### src/hw/irfs_params.svh
// constants of the region-of-interest and pixel format stage
// assumes inclusion by the package and the top module only
`ifndef IRFS_PARAMS_SVH
`define IRFS_PARAMS_SVH
// field widths
`define IRFS_DIM_W 16
`define IRFS_PIX_W 12
`define IRFS_OUT_W 25
`define IRFS_BITS_W 5
// register offsets (byte addresses)
`define IRFS_ADDR_CTRL 8'h00
`define IRFS_ADDR_FMT 8'h04
`define IRFS_ADDR_WIDTH 8'h08
`define IRFS_ADDR_HEIGHT 8'h0c
`define IRFS_ADDR_OFFX 8'h10
`define IRFS_ADDR_OFFY 8'h14
`define IRFS_ADDR_REGSEL 8'h18
`define IRFS_ADDR_WMAX 8'h1c
`define IRFS_ADDR_HMAX 8'h20
`define IRFS_ADDR_OVF 8'h24
`define IRFS_ADDR_REV 8'h28
`define IRFS_ADDR_STAT 8'h2c
// control bit positions
`define IRFS_CTRL_ACQ 0
`define IRFS_CTRL_REVX 1
`define IRFS_CTRL_REVY 2
`define IRFS_CTRL_COMP 3
`define IRFS_CTRL_BURST 4
// pixel encodings
`define IRFS_FMT_MONO8 4'h0
`define IRFS_FMT_BAYER8 4'h1
`define IRFS_FMT_MONO10P 4'h2
`define IRFS_FMT_MONO12P 4'h3
`define IRFS_FMT_BAYER10P 4'h4
`define IRFS_FMT_BAYER12P 4'h5
`define IRFS_FMT_MONO10 4'h6
`define IRFS_FMT_MONO12 4'h7
`define IRFS_FMT_BAYER10 4'h8
`define IRFS_FMT_BAYER12 4'h9
`define IRFS_FMT_YUV422 4'ha
`define IRFS_FMT_YUYV 4'hb
`define IRFS_FMT_RGB8 4'hc
`define IRFS_FMT_BGR8 4'hd
// bits per pixel
`define IRFS_BPP8 5'h08
`define IRFS_BPP12 5'h0c
`define IRFS_BPP16 5'h10
`define IRFS_BPP24 5'h18
// idle cycles between frames unless burst with compression on
`define IRFS_FRAME_GAP 16'h0100
`endif

### src/hw/irfs_pkg.sv
// types of the region-of-interest and pixel format stage
// assumes irfs_params.svh on the include path
`include "irfs_params.svh"
package irfs_pkg;
  typedef enum logic [1:0] {
    IRFS_IDLE = 2'b00,
    IRFS_RUN = 2'b01,
    IRFS_GAP = 2'b10
  } irfs_state_t;

  typedef struct packed {
    irfs_state_t st;
    logic acq;
    logic rev_x;
    logic rev_y;
    logic comp;
    logic burst;
    logic [3:0] fmt;
    logic [`IRFS_DIM_W-1:0] w;
    logic [`IRFS_DIM_W-1:0] h;
    logic [`IRFS_DIM_W-1:0] ox;
    logic [`IRFS_DIM_W-1:0] oy;
    logic [`IRFS_DIM_W-1:0] col;
    logic [`IRFS_DIM_W-1:0] row;
    logic [`IRFS_DIM_W-1:0] gap;
    logic p_valid;
    logic p_sof;
    logic p_sol;
    logic p_eol;
    logic p_eof;
    logic o_valid;
    logic o_sof;
    logic o_eol;
    logic o_eof;
    logic [`IRFS_OUT_W-1:0] o_data;
    logic [`IRFS_BITS_W-1:0] o_bits;
    logic [`IRFS_PIX_W-1:0] prev;
    logic [31:0] raw_bits;
    logic [31:0] comp_bits;
    logic [31:0] ovf;
    logic [31:0] rdata;
  } irfs_regs_t;
endpackage : irfs_pkg

### src/hw/irfs_top.sv
// region-of-interest crop, mirror, pixel packing and compression stage
// assumes a sensor readout that returns a pixel one cycle after its address,
// a downstream packetiser that accepts every output beat, one clock mclk
//
// Summary of operation
// - crop geometry can only be written while acquisition is stopped and idle.
// - there is one crop region; the region selector reads zero and holds only index zero.
// - column and row origin give the upper-left pixel of the crop in the sensor frame.
// - after reset the crop spans the full maximum width and height at origin zero.
// - horizontal mirror reverses column order per line, vertical mirror reverses line order.
// - maximum column and row counts are readable registers.
// - packed 10 and 12 bit mono or bayer encodings emit 12 bits per pixel.
// - unpacked 10/12 bit encodings and the two 4:2:2 encodings emit 16 bits per pixel.
// - reset selects mono 8 or bayer 8 by device type; mono 8 and bayer 8 emit 8 bits per pixel.
// - with compression on, burst mode drops the inter-frame gap to raise the frame rate.
// - a readable counter steps for every compressed frame larger than its raw size.
// - a readable revision value names the compression function version.
`timescale 1ns/100ps
`include "irfs_params.svh"
module irfs_top #(
  parameter logic [15:0] WIDTH_MAX = 16'h0990,
  parameter logic [15:0] HEIGHT_MAX = 16'h0800,
  parameter bit COLOR = 1'b0,
  parameter logic [31:0] COMP_REV = 32'h0000_0001 // value is arbitrary
) (
  // clock and reset
  input wire logic mclk,
  input wire logic rst,
  // register port
  input wire logic [7:0] reg_addr,
  input wire logic [31:0] reg_wdata,
  input wire logic reg_wr,
  input wire logic reg_rd,
  output logic [31:0] reg_rdata,
  // sensor readout port
  output logic pix_req,
  output logic [15:0] pix_col,
  output logic [15:0] pix_row,
  input wire logic [11:0] pix_data,
  // pixel stream out
  output logic out_valid,
  output logic [24:0] out_data,
  output logic [4:0] out_bits,
  output logic out_sof,
  output logic out_eol,
  output logic out_eof,
  // status
  output logic acq_active
);

  ////////////////////////////////////////////////////////////////////////////
  // helpers

  // output width of one pixel for an encoding
  function automatic logic [4:0] irfs_bpp(input logic [3:0] f);
    case (f)
      `IRFS_FMT_MONO8, `IRFS_FMT_BAYER8: return `IRFS_BPP8;
      `IRFS_FMT_MONO10P, `IRFS_FMT_MONO12P,
      `IRFS_FMT_BAYER10P, `IRFS_FMT_BAYER12P: return `IRFS_BPP12;
      `IRFS_FMT_MONO10, `IRFS_FMT_MONO12, `IRFS_FMT_BAYER10,
      `IRFS_FMT_BAYER12, `IRFS_FMT_YUV422, `IRFS_FMT_YUYV: return `IRFS_BPP16;
      `IRFS_FMT_RGB8, `IRFS_FMT_BGR8: return `IRFS_BPP24;
      default: return `IRFS_BPP8;
    endcase
  endfunction : irfs_bpp

  // place one sensor sample into its encoding, low bits first
  function automatic logic [23:0] irfs_pack(input logic [3:0] f, input logic [11:0] p);
    case (f)
      `IRFS_FMT_MONO8, `IRFS_FMT_BAYER8: return {16'h0000, p[11:4]};
      `IRFS_FMT_MONO10P, `IRFS_FMT_BAYER10P: return {14'h0000, p[11:2]};
      `IRFS_FMT_MONO12P, `IRFS_FMT_BAYER12P: return {12'h000, p};
      `IRFS_FMT_MONO10, `IRFS_FMT_BAYER10: return {14'h0000, p[11:2]};
      `IRFS_FMT_MONO12, `IRFS_FMT_BAYER12: return {12'h000, p};
      // no chroma source here, so chroma stays neutral
      `IRFS_FMT_YUV422, `IRFS_FMT_YUYV: return {8'h00, 8'h80, p[11:4]};
      // no demosaic in this stage: grey replicated to all channels
      `IRFS_FMT_RGB8, `IRFS_FMT_BGR8: return {p[11:4], p[11:4], p[11:4]};
      default: return {16'h0000, p[11:4]};
    endcase
  endfunction : irfs_pack

  // encoding is one this stage knows
  function automatic logic irfs_fmt_ok(input logic [3:0] f);
    return f <= `IRFS_FMT_BGR8;
  endfunction : irfs_fmt_ok

  ////////////////////////////////////////////////////////////////////////////
  // state

  irfs_pkg::irfs_regs_t q;
  irfs_pkg::irfs_regs_t next_q;

  logic active;
  logic last_col;
  logic last_row;
  logic same_pix;
  logic [4:0] bpp;
  logic [23:0] packed_pix;
  logic [4:0] tok_bits;
  logic [24:0] tok_data;
  logic [31:0] raw_sum;
  logic [31:0] comp_sum;

  // geometry is frozen while a frame runs or acquisition is armed
  assign active = q.acq | (q.st != irfs_pkg::IRFS_IDLE);
  assign last_col = (q.col == q.w - 16'h0001);
  assign last_row = (q.row == q.h - 16'h0001);

  ////////////////////////////////////////////////////////////////////////////
  // readout addressing

  // raster walk of the crop, mirrored into sensor coordinates
  assign pix_req = (q.st == irfs_pkg::IRFS_RUN);
  assign pix_col = q.rev_x ? 16'(q.ox + q.w - 16'h0001 - q.col)
                           : 16'(q.ox + q.col);
  assign pix_row = q.rev_y ? 16'(q.oy + q.h - 16'h0001 - q.row)
                           : 16'(q.oy + q.row);

  ////////////////////////////////////////////////////////////////////////////
  // formatting and compression terms for the pixel now returning

  // a repeat of the previous pixel in a line costs one flag bit
  assign bpp = irfs_bpp(q.fmt);
  assign packed_pix = irfs_pack(q.fmt, pix_data);
  assign same_pix = !q.p_sol && (pix_data == q.prev);
  assign tok_bits = same_pix ? 5'h01 : 5'(bpp + 5'h01);
  assign tok_data = same_pix ? 25'h0000000 : ({1'b0, packed_pix} | (25'h0000001 << bpp));
  assign raw_sum = (q.p_sof ? 32'h00000000 : q.raw_bits) + {27'h0000000, bpp};
  assign comp_sum = (q.p_sof ? 32'h00000000 : q.comp_bits) + {27'h0000000, tok_bits};

  ////////////////////////////////////////////////////////////////////////////
  // next state

  always_comb begin
    next_q = q;
    next_q.rdata = 32'h00000000;

    // register reads, answered in the next cycle
    if (reg_rd) begin
      case (reg_addr)
        `IRFS_ADDR_CTRL: begin
          next_q.rdata[`IRFS_CTRL_ACQ] = q.acq;
          next_q.rdata[`IRFS_CTRL_REVX] = q.rev_x;
          next_q.rdata[`IRFS_CTRL_REVY] = q.rev_y;
          next_q.rdata[`IRFS_CTRL_COMP] = q.comp;
          next_q.rdata[`IRFS_CTRL_BURST] = q.burst;
        end
        `IRFS_ADDR_FMT: next_q.rdata = {28'h0000000, q.fmt};
        `IRFS_ADDR_WIDTH: next_q.rdata = {16'h0000, q.w};
        `IRFS_ADDR_HEIGHT: next_q.rdata = {16'h0000, q.h};
        `IRFS_ADDR_OFFX: next_q.rdata = {16'h0000, q.ox};
        `IRFS_ADDR_OFFY: next_q.rdata = {16'h0000, q.oy};
        `IRFS_ADDR_REGSEL: next_q.rdata = 32'h00000000;
        `IRFS_ADDR_WMAX: next_q.rdata = {16'h0000, WIDTH_MAX};
        `IRFS_ADDR_HMAX: next_q.rdata = {16'h0000, HEIGHT_MAX};
        `IRFS_ADDR_OVF: next_q.rdata = q.ovf;
        `IRFS_ADDR_REV: next_q.rdata = COMP_REV;
        `IRFS_ADDR_STAT: next_q.rdata = {29'h00000000, active, q.st};
        default: next_q.rdata = 32'h00000000;
      endcase
    end

    // register writes; all settings but the run bit are dropped unless idle
    if (reg_wr) begin
      case (reg_addr)
        `IRFS_ADDR_CTRL: begin
          next_q.acq = reg_wdata[`IRFS_CTRL_ACQ];
          if (!active) begin
            next_q.rev_x = reg_wdata[`IRFS_CTRL_REVX];
            next_q.rev_y = reg_wdata[`IRFS_CTRL_REVY];
            next_q.comp = reg_wdata[`IRFS_CTRL_COMP];
            next_q.burst = reg_wdata[`IRFS_CTRL_BURST];
          end
        end
        `IRFS_ADDR_FMT: begin
          if (!active && irfs_fmt_ok(reg_wdata[3:0])) begin
            next_q.fmt = reg_wdata[3:0];
          end
        end
        // a zero size would stall the walk, so it is refused
        `IRFS_ADDR_WIDTH: begin
          if (!active && (reg_wdata[15:0] != 16'h0000)) begin
            next_q.w = reg_wdata[15:0];
          end
        end
        `IRFS_ADDR_HEIGHT: begin
          if (!active && (reg_wdata[15:0] != 16'h0000)) begin
            next_q.h = reg_wdata[15:0];
          end
        end
        `IRFS_ADDR_OFFX: begin
          if (!active) begin
            next_q.ox = reg_wdata[15:0];
          end
        end
        `IRFS_ADDR_OFFY: begin
          if (!active) begin
            next_q.oy = reg_wdata[15:0];
          end
        end
        default: begin
        end
      endcase
    end

    // frame sequencer
    next_q.p_valid = 1'b0;
    next_q.p_sof = 1'b0;
    next_q.p_sol = 1'b0;
    next_q.p_eol = 1'b0;
    next_q.p_eof = 1'b0;
    case (q.st)
      irfs_pkg::IRFS_IDLE: begin
        next_q.col = 16'h0000;
        next_q.row = 16'h0000;
        if (q.acq) begin
          next_q.st = irfs_pkg::IRFS_RUN;
        end
      end
      irfs_pkg::IRFS_RUN: begin
        // tags travel with the request to meet its returning pixel
        next_q.p_valid = 1'b1;
        next_q.p_sof = (q.col == 16'h0000) && (q.row == 16'h0000);
        next_q.p_sol = (q.col == 16'h0000);
        next_q.p_eol = last_col;
        next_q.p_eof = last_col && last_row;
        if (!last_col) begin
          next_q.col = 16'(q.col + 16'h0001);
        end else begin
          next_q.col = 16'h0000;
          next_q.row = 16'(q.row + 16'h0001);
          if (last_row) begin
            next_q.row = 16'h0000;
            // burst with compression on skips the idle gap between frames
            if (q.comp && q.burst) begin
              next_q.st = q.acq ? irfs_pkg::IRFS_RUN : irfs_pkg::IRFS_IDLE;
            end else begin
              next_q.st = irfs_pkg::IRFS_GAP;
              next_q.gap = `IRFS_FRAME_GAP;
            end
          end
        end
      end
      irfs_pkg::IRFS_GAP: begin
        next_q.gap = 16'(q.gap - 16'h0001);
        if (q.gap == 16'h0001) begin
          next_q.st = q.acq ? irfs_pkg::IRFS_RUN : irfs_pkg::IRFS_IDLE;
        end
      end
      default: begin
        next_q.st = irfs_pkg::IRFS_IDLE;
      end
    endcase

    // output stage: pixel arrives one cycle after its request
    next_q.o_valid = q.p_valid;
    next_q.o_sof = q.p_valid & q.p_sof;
    next_q.o_eol = q.p_valid & q.p_eol;
    next_q.o_eof = q.p_valid & q.p_eof;
    if (q.p_valid) begin
      next_q.prev = pix_data;
      next_q.raw_bits = raw_sum;
      next_q.comp_bits = comp_sum;
      if (q.comp) begin
        next_q.o_data = tok_data;
        next_q.o_bits = tok_bits;
      end else begin
        next_q.o_data = {1'b0, packed_pix};
        next_q.o_bits = bpp;
      end
      // a frame that grew under compression is counted
      if (q.p_eof && q.comp && (comp_sum > raw_sum)) begin
        next_q.ovf = q.ovf + 32'h00000001;
      end
    end
  end

  ////////////////////////////////////////////////////////////////////////////
  // state register

  // reset gives full frame, mono 8 or bayer 8, all options off
  always_ff @(posedge mclk) begin
    if (rst) begin
      q <= '0;
      q.st <= irfs_pkg::IRFS_IDLE;
      q.w <= WIDTH_MAX;
      q.h <= HEIGHT_MAX;
      q.fmt <= COLOR ? `IRFS_FMT_BAYER8 : `IRFS_FMT_MONO8;
    end else begin
      q <= next_q;
    end
  end

  ////////////////////////////////////////////////////////////////////////////
  // outputs

  assign reg_rdata = q.rdata;
  assign out_valid = q.o_valid;
  assign out_data = q.o_data;
  assign out_bits = q.o_bits;
  assign out_sof = q.o_sof;
  assign out_eol = q.o_eol;
  assign out_eof = q.o_eof;
  assign acq_active = active;

endmodule : irfs_top

### config.mk
export PLATFORM = sky130hd
export DESIGN_NAME = irfs_top
export DESIGN_NICKNAME = d
export VERILOG_FILES = /design/src/hw/irfs_pkg.sv /design/src/hw/irfs_top.sv
export VERILOG_INCLUDE_DIRS = /design/src /design/src/hw
export SDC_FILE = /design/constraint.sdc
export NUM_CORES = 1
export LEC_CHECK = 0
export ABC_AREA = 0
export CORE_MARGIN = 2
export CORE_UTILIZATION = 25
export DETAILED_ROUTE_END_ITERATION = 16
export DONT_BUFFER_PORTS = 1
export PLACE_DENSITY = 0.47
export SETUP_SLACK_MARGIN = 0.2
export SLEW_MARGIN = 20
export SYNTH_ARGS = -nofsm -noshare
export SYNTH_HDL_FRONTEND = slang
export SYNTH_SLANG_ARGS = --single-unit
export TNS_END_PERCENT = 30
### constraint.sdc
create_clock -name mclk -period 10 [get_ports mclk]
set_clock_uncertainty 0.05 [all_clocks]
set_input_delay 0 -clock mclk [delete_from_list [all_inputs] [get_ports mclk]]
set_output_delay 0 -clock mclk [all_outputs]
set_load 0.02 [all_outputs]
==> metrics.yaml, run 1 <==
status: "finished clean"
root_buffer: "clkbuf_16"
place.gp.congestion: 0.843
post-route-drc-count: 0
vias: 18100
startpoint_type: "flop"
cts_buffers: 37
core_area_um2: 82200
gr-total-overflow: 0
clk_latency_ns: 0.57
max_stage_delay_ns: 0.63
fmax_mhz: 157
via_per_inst: 4.92
syn_inst: 2657
rows: 105
grt_pass1_vias: 16800
power.density_nw_per_um2: 118
clock-sinks: 302
final.setup.tns_ns: 0
synth-edff-count: 0
die_x_um: 292
yosys.area.top_type: "dfxtp_1"
track_usage_pct: 15.7
postSynthAreaPerCell_um2: 7.82
reg2reg_depth: 20
cts_tree: "built"
netlist_area_um2: 20800
io_pins: 156
setup_viol: 0
synth.top_cell.area_share_pct: 29.1
dieHeight_um: 292
grt_pass1_wl_um: 105000
crit_chain: "xor2_1, nor4_1, nand4_1, and2_1, ha_1, a21o_1, a21oi_1, o21ba_2, nor3_1, nand4_1, nor3_1, xnor2_1, ha_1, nand4_1, o21ai_0, o21ai_1, buf_4, nor3_1, or4b_2, a21oi_1"
worstPathRequired_ns: 10.41
yosysMostFrequentCell: "dfxtp_1"
crit_fanout: 16
rsz0062_at_grt: "false"
synth_fa_ha_area_share_pct: 11.7
die-area_um2: 85500
cts_resized: 0
start_util_pct: 25.3
clk_pin_slew_ns: 0.06
synthSimpleGateAreaFrac_pct: 24.2
ant_nets: 0
numPortBuffers: 0
final.period_utilization_pct: 63.6
routed_wl_um: 68600
crit_type: "reg -> reg"
synth_xor_area_share_pct: 7.92
area_delta_synth_final_pct: 11.4
hp-class: "in -> reg"
cp-end-kind: "flop"
yosysSeqAreaShare_pct: 29.1
drv_slew: 0
first_iter_violations: 1649
synth_compound_area_share_pct: 15.9
maxSlewHeadroom_pct: 14.7
drive_above_1_share_pct: 5.43
slowest_stage: "or4b_2"
ir_worst_vdd_uv: 93.6
max_cap_violations: 0
first_pass_iters: 6
fin_crit_ns: 6.36
netlist_top_cells_count: "dfxtp_1, nor2_1, nand2_1"
synth_top_family_by_area: "simple AND/OR/NAND/NOR gates"
antenna_found_initial: 13
avgRoutedWirePerCell_um: 18.7
nets: 2797
holdPathStages: 5
p_leak_uw: 0.00846
post_dp_cell_area_um2: 21300
synth-seq-cells: 302
final_cell_area_um2: 23200
async_reset_ff_share_pct: 0
ys.warnings.count: 0
dp_hpwl_um: 49100
htreeDepth: 2
cp.arrival_ns: 6.78
yosysUniqueCellTypes: 78
tightest_slew_ns: 1.28
grt_max_degree: 228
synth_nets: 2886
cts_buffer_depth: 3
synth.area.top_cells: "dfxtp_1, ha_1, xnor2_1"
muxShareOfSynthArea_pct: 3.06
synth_top_flop_cell: "dfxtp_1"
timing.final.hold_violations: 0
worst max-delay path, delay by kind of cell, from the launching register on:
family / cells / cell delay (ns)
simple gates: 9 / 3.44
compound gates: 6 / 1.26
fa+ha+maj: 2 / 0.64
flops: 1 / 0.32
xor+xnor: 2 / 0.31
buf+inv: 1 / 0.23
cell families after synthesis:
kind of cell    after synthesis
fa+ha+maj                   173
compound gates              529
other cells                   1
xor+xnor                    188
simple gates               1018
buf+inv                     385
flops                       302
mux                          61
layout make-up:
cell class	instances	area, um^2
diodes	12	30.0
clock buffers	51	1100
clock inverters	17	223
fillers	9006	59100
inverters	192	721
multi-input cells	1970	13100
flip-flops and latches	302	6050
well taps	1070	1340
repair buffers	65	621
final timing paths:
check	start	to	slack [ns]
worst max-delay path	q[129]	q[61]	3.64
worst min-delay path	reg_addr[1]	q[262]	0.04
worst max register to register	q[129]	q[61]	3.64
worst min register to register	q[175]	out_eol	0.38
report_power, final:
part	switching (uW)	internal, uW	total, uW
clock	586	877	1460
sequential	1.36	1200	1200
combinational	50.2	23.1	73.3
routing by layer:
layer	part of all wire [%]	up-vias	track usage, %
met5	0	-	0
li1	-	8967	-
met1	46	8543	22.0
met4	1.8	0	3.65
met2	44	525	24.4
met3	8.2	72	3.70
layout by cell type (no fill, tap or decap), types with 67 or more instances in the layout:
cell type  count
nor2_1       281
a21oi_1      208
nand3_1       82
inv_1        190
ha_1         138
xnor2_1      127
nor3_1        67
o21ai_0       99
dfxtp_1      300
nand2_1      240
flip-flops by register name, indices dropped and copies added, names as in the netlist:
register	flops
out_valid	1
q	235
out_bits	4
bpp	3
out_eol	1
out_eof	1
next_q	1
out_sof	1
reg_rdata	32
out_data	23
timing repair:
action,in CTS,in global routing
endpoints found under the hold margin,267,0
endpoints found under the setup margin,0,0
hold buffers,46,0
setup buffers,0,0
metrics by stage:
step | cells | hold WS (ns) | worst slack [ns] | util, % | total power, uW
2_1_floorplan | 2657 | 0.0854 | 4.42 | - | 1270
3_3_place_gp | 3553 | 0.0901 | 3.69 | 25.9 | 1260
3_5_place_dp | 3553 | 0.0947 | 3.64 | 25.9 | 1260
4_1_cts | 3667 | 0.00352 | 3.56 | 28.1 | 2780
5_1_grt | 3675 | 0.0496 | 3.12 | 28.1 | 2830
6_report | 3679 | 0.0444 | 3.64 | 28.2 | 2740
(Power assumes the default switching activity.)
==> run 2, diff against run 1 <==
Settings changed: ABC_AREA 0 to 1, PLACE_DENSITY 0.47 to 0.49.
Clock period 10 ns to 5.6 ns, I/O delays scaled along.
==> run 2 against run 1 <==
Effect of this change: register-to-register slack worse by 2.8 ns; die area grew 7.0%; final area is 7.3% higher; sequential power is 110% higher; cell count up 21%; sequential share of layout area is 1.8 points lower; flip-flop and latch count is the same; setup slack worse by 2.8 ns; non-clock buffer count grew 6; highest routed layer is now met5; area after synthesis up 7.0%.
==> metrics.yaml, run 2 <==
status: "finished clean"
yosysUniqueCellTypes: 58  # -26%
setup_viol: 0  # unchanged
numPortBuffers: 0  # unchanged
crit_fanout: 31  # +15
postSynthAreaPerCell_um2: 6.70  # -14%
dieHeight_um: 302  # +3.4%
netlist_top_cells_count: "nand2_1, inv_1, nor2_1"
nets: 3492  # +25%
post_cts_buffers: 0  # unchanged
area_delta_synth_final_pct: 11.7
cp-end-kind: "flop"
startpoint_type: "flop"
yosysSeqAreaShare_pct: 27.2  # -1.9 points
async_reset_ff_share_pct: 0  # unchanged
final.period_utilization_pct: 85.1  # +21 points
cts_tree: "built"
tightest_slew_ns: 1.09  # -0.193 ns
crit_chain: "nor2_1, ha_1, nand2_1, a21oi_2, nand2_1, nor3_2, nand3_1, nor3_1, nand2_1, xor2_1, ha_1, nand2_1, nor2_1, nand4_1, nor4_2, nand4_1, nand3_1, inv_1, nand2_1, buf_4, o21ai_0, nor2_1"
power.density_nw_per_um2: 289  # +140%
synth_top_flop_cell: "dfxtp_1"
clk_latency_ns: 0.59  # +0.02 ns
yosysMostFrequentCell: "nand2_1"
path_delay_family: "simple AND/OR/NAND/NOR gates"
fmax_mhz: 210  # +34%
cpMostUsedCell: "nand2_1"
crit_type: "reg -> reg"
io_pins: 156  # unchanged
grt_max_degree: 116  # -49%
synth-edff-count: 0  # unchanged
cts_buffers: 41  # +11%
fin_crit_ns: 4.77  # -1.60 ns
netlist_area_um2: 22200  # +7.0%
post-route-drc-count: 0  # unchanged
clock-sinks: 302  # unchanged
root_buffer: "clkbuf_16"
die-area_um2: 91400  # +7.0%
p_leak_uw: 0.0103  # +22%
grt_pass1_vias: 19900  # +18%
synth.area.top_cells: "dfxtp_1, nand2_1, inv_1"
gr-total-overflow: 0  # unchanged
routed_wl_um: 79000  # +15%
ant_nets: 0  # unchanged
place.gp.congestion: 0.897  # +6.5%
max_stage_delay_ns: 0.65  # +0.02 ns
timing.final.hold_violations: 0  # unchanged
slowest_stage: "dfxtp_2"
start_util_pct: 25.2  # -0.057 points
holdWs_ns: 0.0890  # +0.0446 ns
core_area_um2: 88200  # +7.3%
via_per_inst: 4.75  # -3.5%
yosys.area.top_type: "dfxtp_1"
antenna_found_initial: 9  # -4
dp_hpwl_um: 60000  # +22%
crit_buf_inv: 2  # +1
ys.warnings.count: 0  # unchanged
grt_pass1_wl_um: 120000  # +14%
hp-class: "in -> reg"
regMostFlops: "q"
htreeDepth: 2  # unchanged
synth_nets: 3548  # +23%
largest_reg_flops: 235  # unchanged
ir_worst_vdd_uv: 195  # +110%
avgRoutedWirePerCell_um: 17.7  # -5.1%
final_common_cell: "nand2_1"
cts_buffer_depth: 3  # unchanged
drive_above_1_share_pct: 5.40  # -0.026 points
synth-seq-cells: 302  # unchanged
cp.arrival_ns: 5.22  # -1.56 ns
syn_inst: 3319  # +25%
synth.top_cell.area_share_pct: 27.2  # -1.9 points
worstPathRequired_ns: 6.05  # -4.36 ns
clk_pin_slew_ns: 0.06  # about the same
first_iter_violations: 1487  # -9.8%
final_cell_mix: "nand2_1, inv_1, nor2_1, a21oi_1, dfxtp_1"
drv_slew: 0  # unchanged
max_cap_violations: 0  # unchanged
maxSlewHeadroom_pct: 27.0  # +12 points
final.setup.tns_ns: 0  # unchanged
vias: 21200  # +17%
first_pass_iters: 6  # unchanged
die_x_um: 302  # +3.4%
rsz0062_at_grt: "false"
rows: 109  # +3.8%
track_usage_pct: 16.9  # +1.2 points
[run 2: cell types whose count changed after synthesis, moves of 93 or more]
cell     previous run  this run
nand2_1           240       556
inv_1             190       485
o21ai_0            99       265
a21oi_1           208       312
nand3_1            82       178
xnor2_1           127        34
[run 2: routing by layer]
layer  GRT usage [%]  routed length (um)  vias up
met5               0                  41        -
met4            6.29                2780        6
met3            3.28                4360      120
met2            28.3               36900      495
met1            21.5               34900     9847
li1                -                   -    10700
[run 2: worst paths after layout]
kind,startpoint,end,slack (ns),depth (start not counted)
max,q[177],q[33],0.83,22
min,reg_addr[5],reg_rdata[0],0.09,6
max reg2reg,q[177],q[33],0.83,22
min reg2reg,q[97],q[97],0.40,2
[run 2: cells by family (layout without fill, tap and decap cells)]
family,Yosys count,count (layout),synth area share (%)
flip-flops,302,302,27.2
AO/OA/AOI/OAI,722,722,17.8
other,1,7,0.0169
adder cells (fa/ha/maj),173,173,10.9
AND/OR/NAND/NOR,1317,1317,26.3
buffers and inverters,667,642,12.5
XOR/XNOR,137,137,5.39
[run 2: area by class of cell]
class	instances	area [um^2]
diodes	6	15.0
clock buffers	56	1140
clock inverters	18	189
fillers	9814	63400
inverters	497	1870
multi-input cells	2350	13400
flip-flops and latches	302	6050
well taps	1165	1460
repair buffers	71	681
[run 2: repair_timing]
action | in CTS | in global routing
hold endpoints to repair | 248 | 0
gates resized for setup | 0 | 3
hold buffers | 52 | 0
endpoints found under the setup margin | 0 | 31
[run 2: metrics by stage]
step	utilization (%)	total power, uW	cell area [um^2]	worst slack, ns	cells
2_1_floorplan	-	3970	22200	0.963	3319
3_3_place_gp	26.0	4460	23000	0.603	4333
3_5_place_dp	26.0	4470	23000	0.475	4333
4_1_cts	28.1	7230	24800	0.452	4459
5_1_grt	28.2	7610	24800	0.276	4464
6_report	28.2	7170	24800	0.834	4465
[run 2: power breakdown]
part / switching (uW) / total [uW] / internal, uW
combinational: 1390 / 1990 / 602
clock: 1100 / 2670 / 1570
sequential: 182 / 2500 / 2320
[run 2: worst register-to-register path, delay by kind of cell (launching register included)]
kind / cells / cell delay (ns)
xor+xnor: 1 / 0.19
simple gates: 15 / 2.47
buf+inv: 2 / 0.38
flops: 1 / 0.65
fa+ha+maj: 2 / 0.66
compound gates: 2 / 0.30
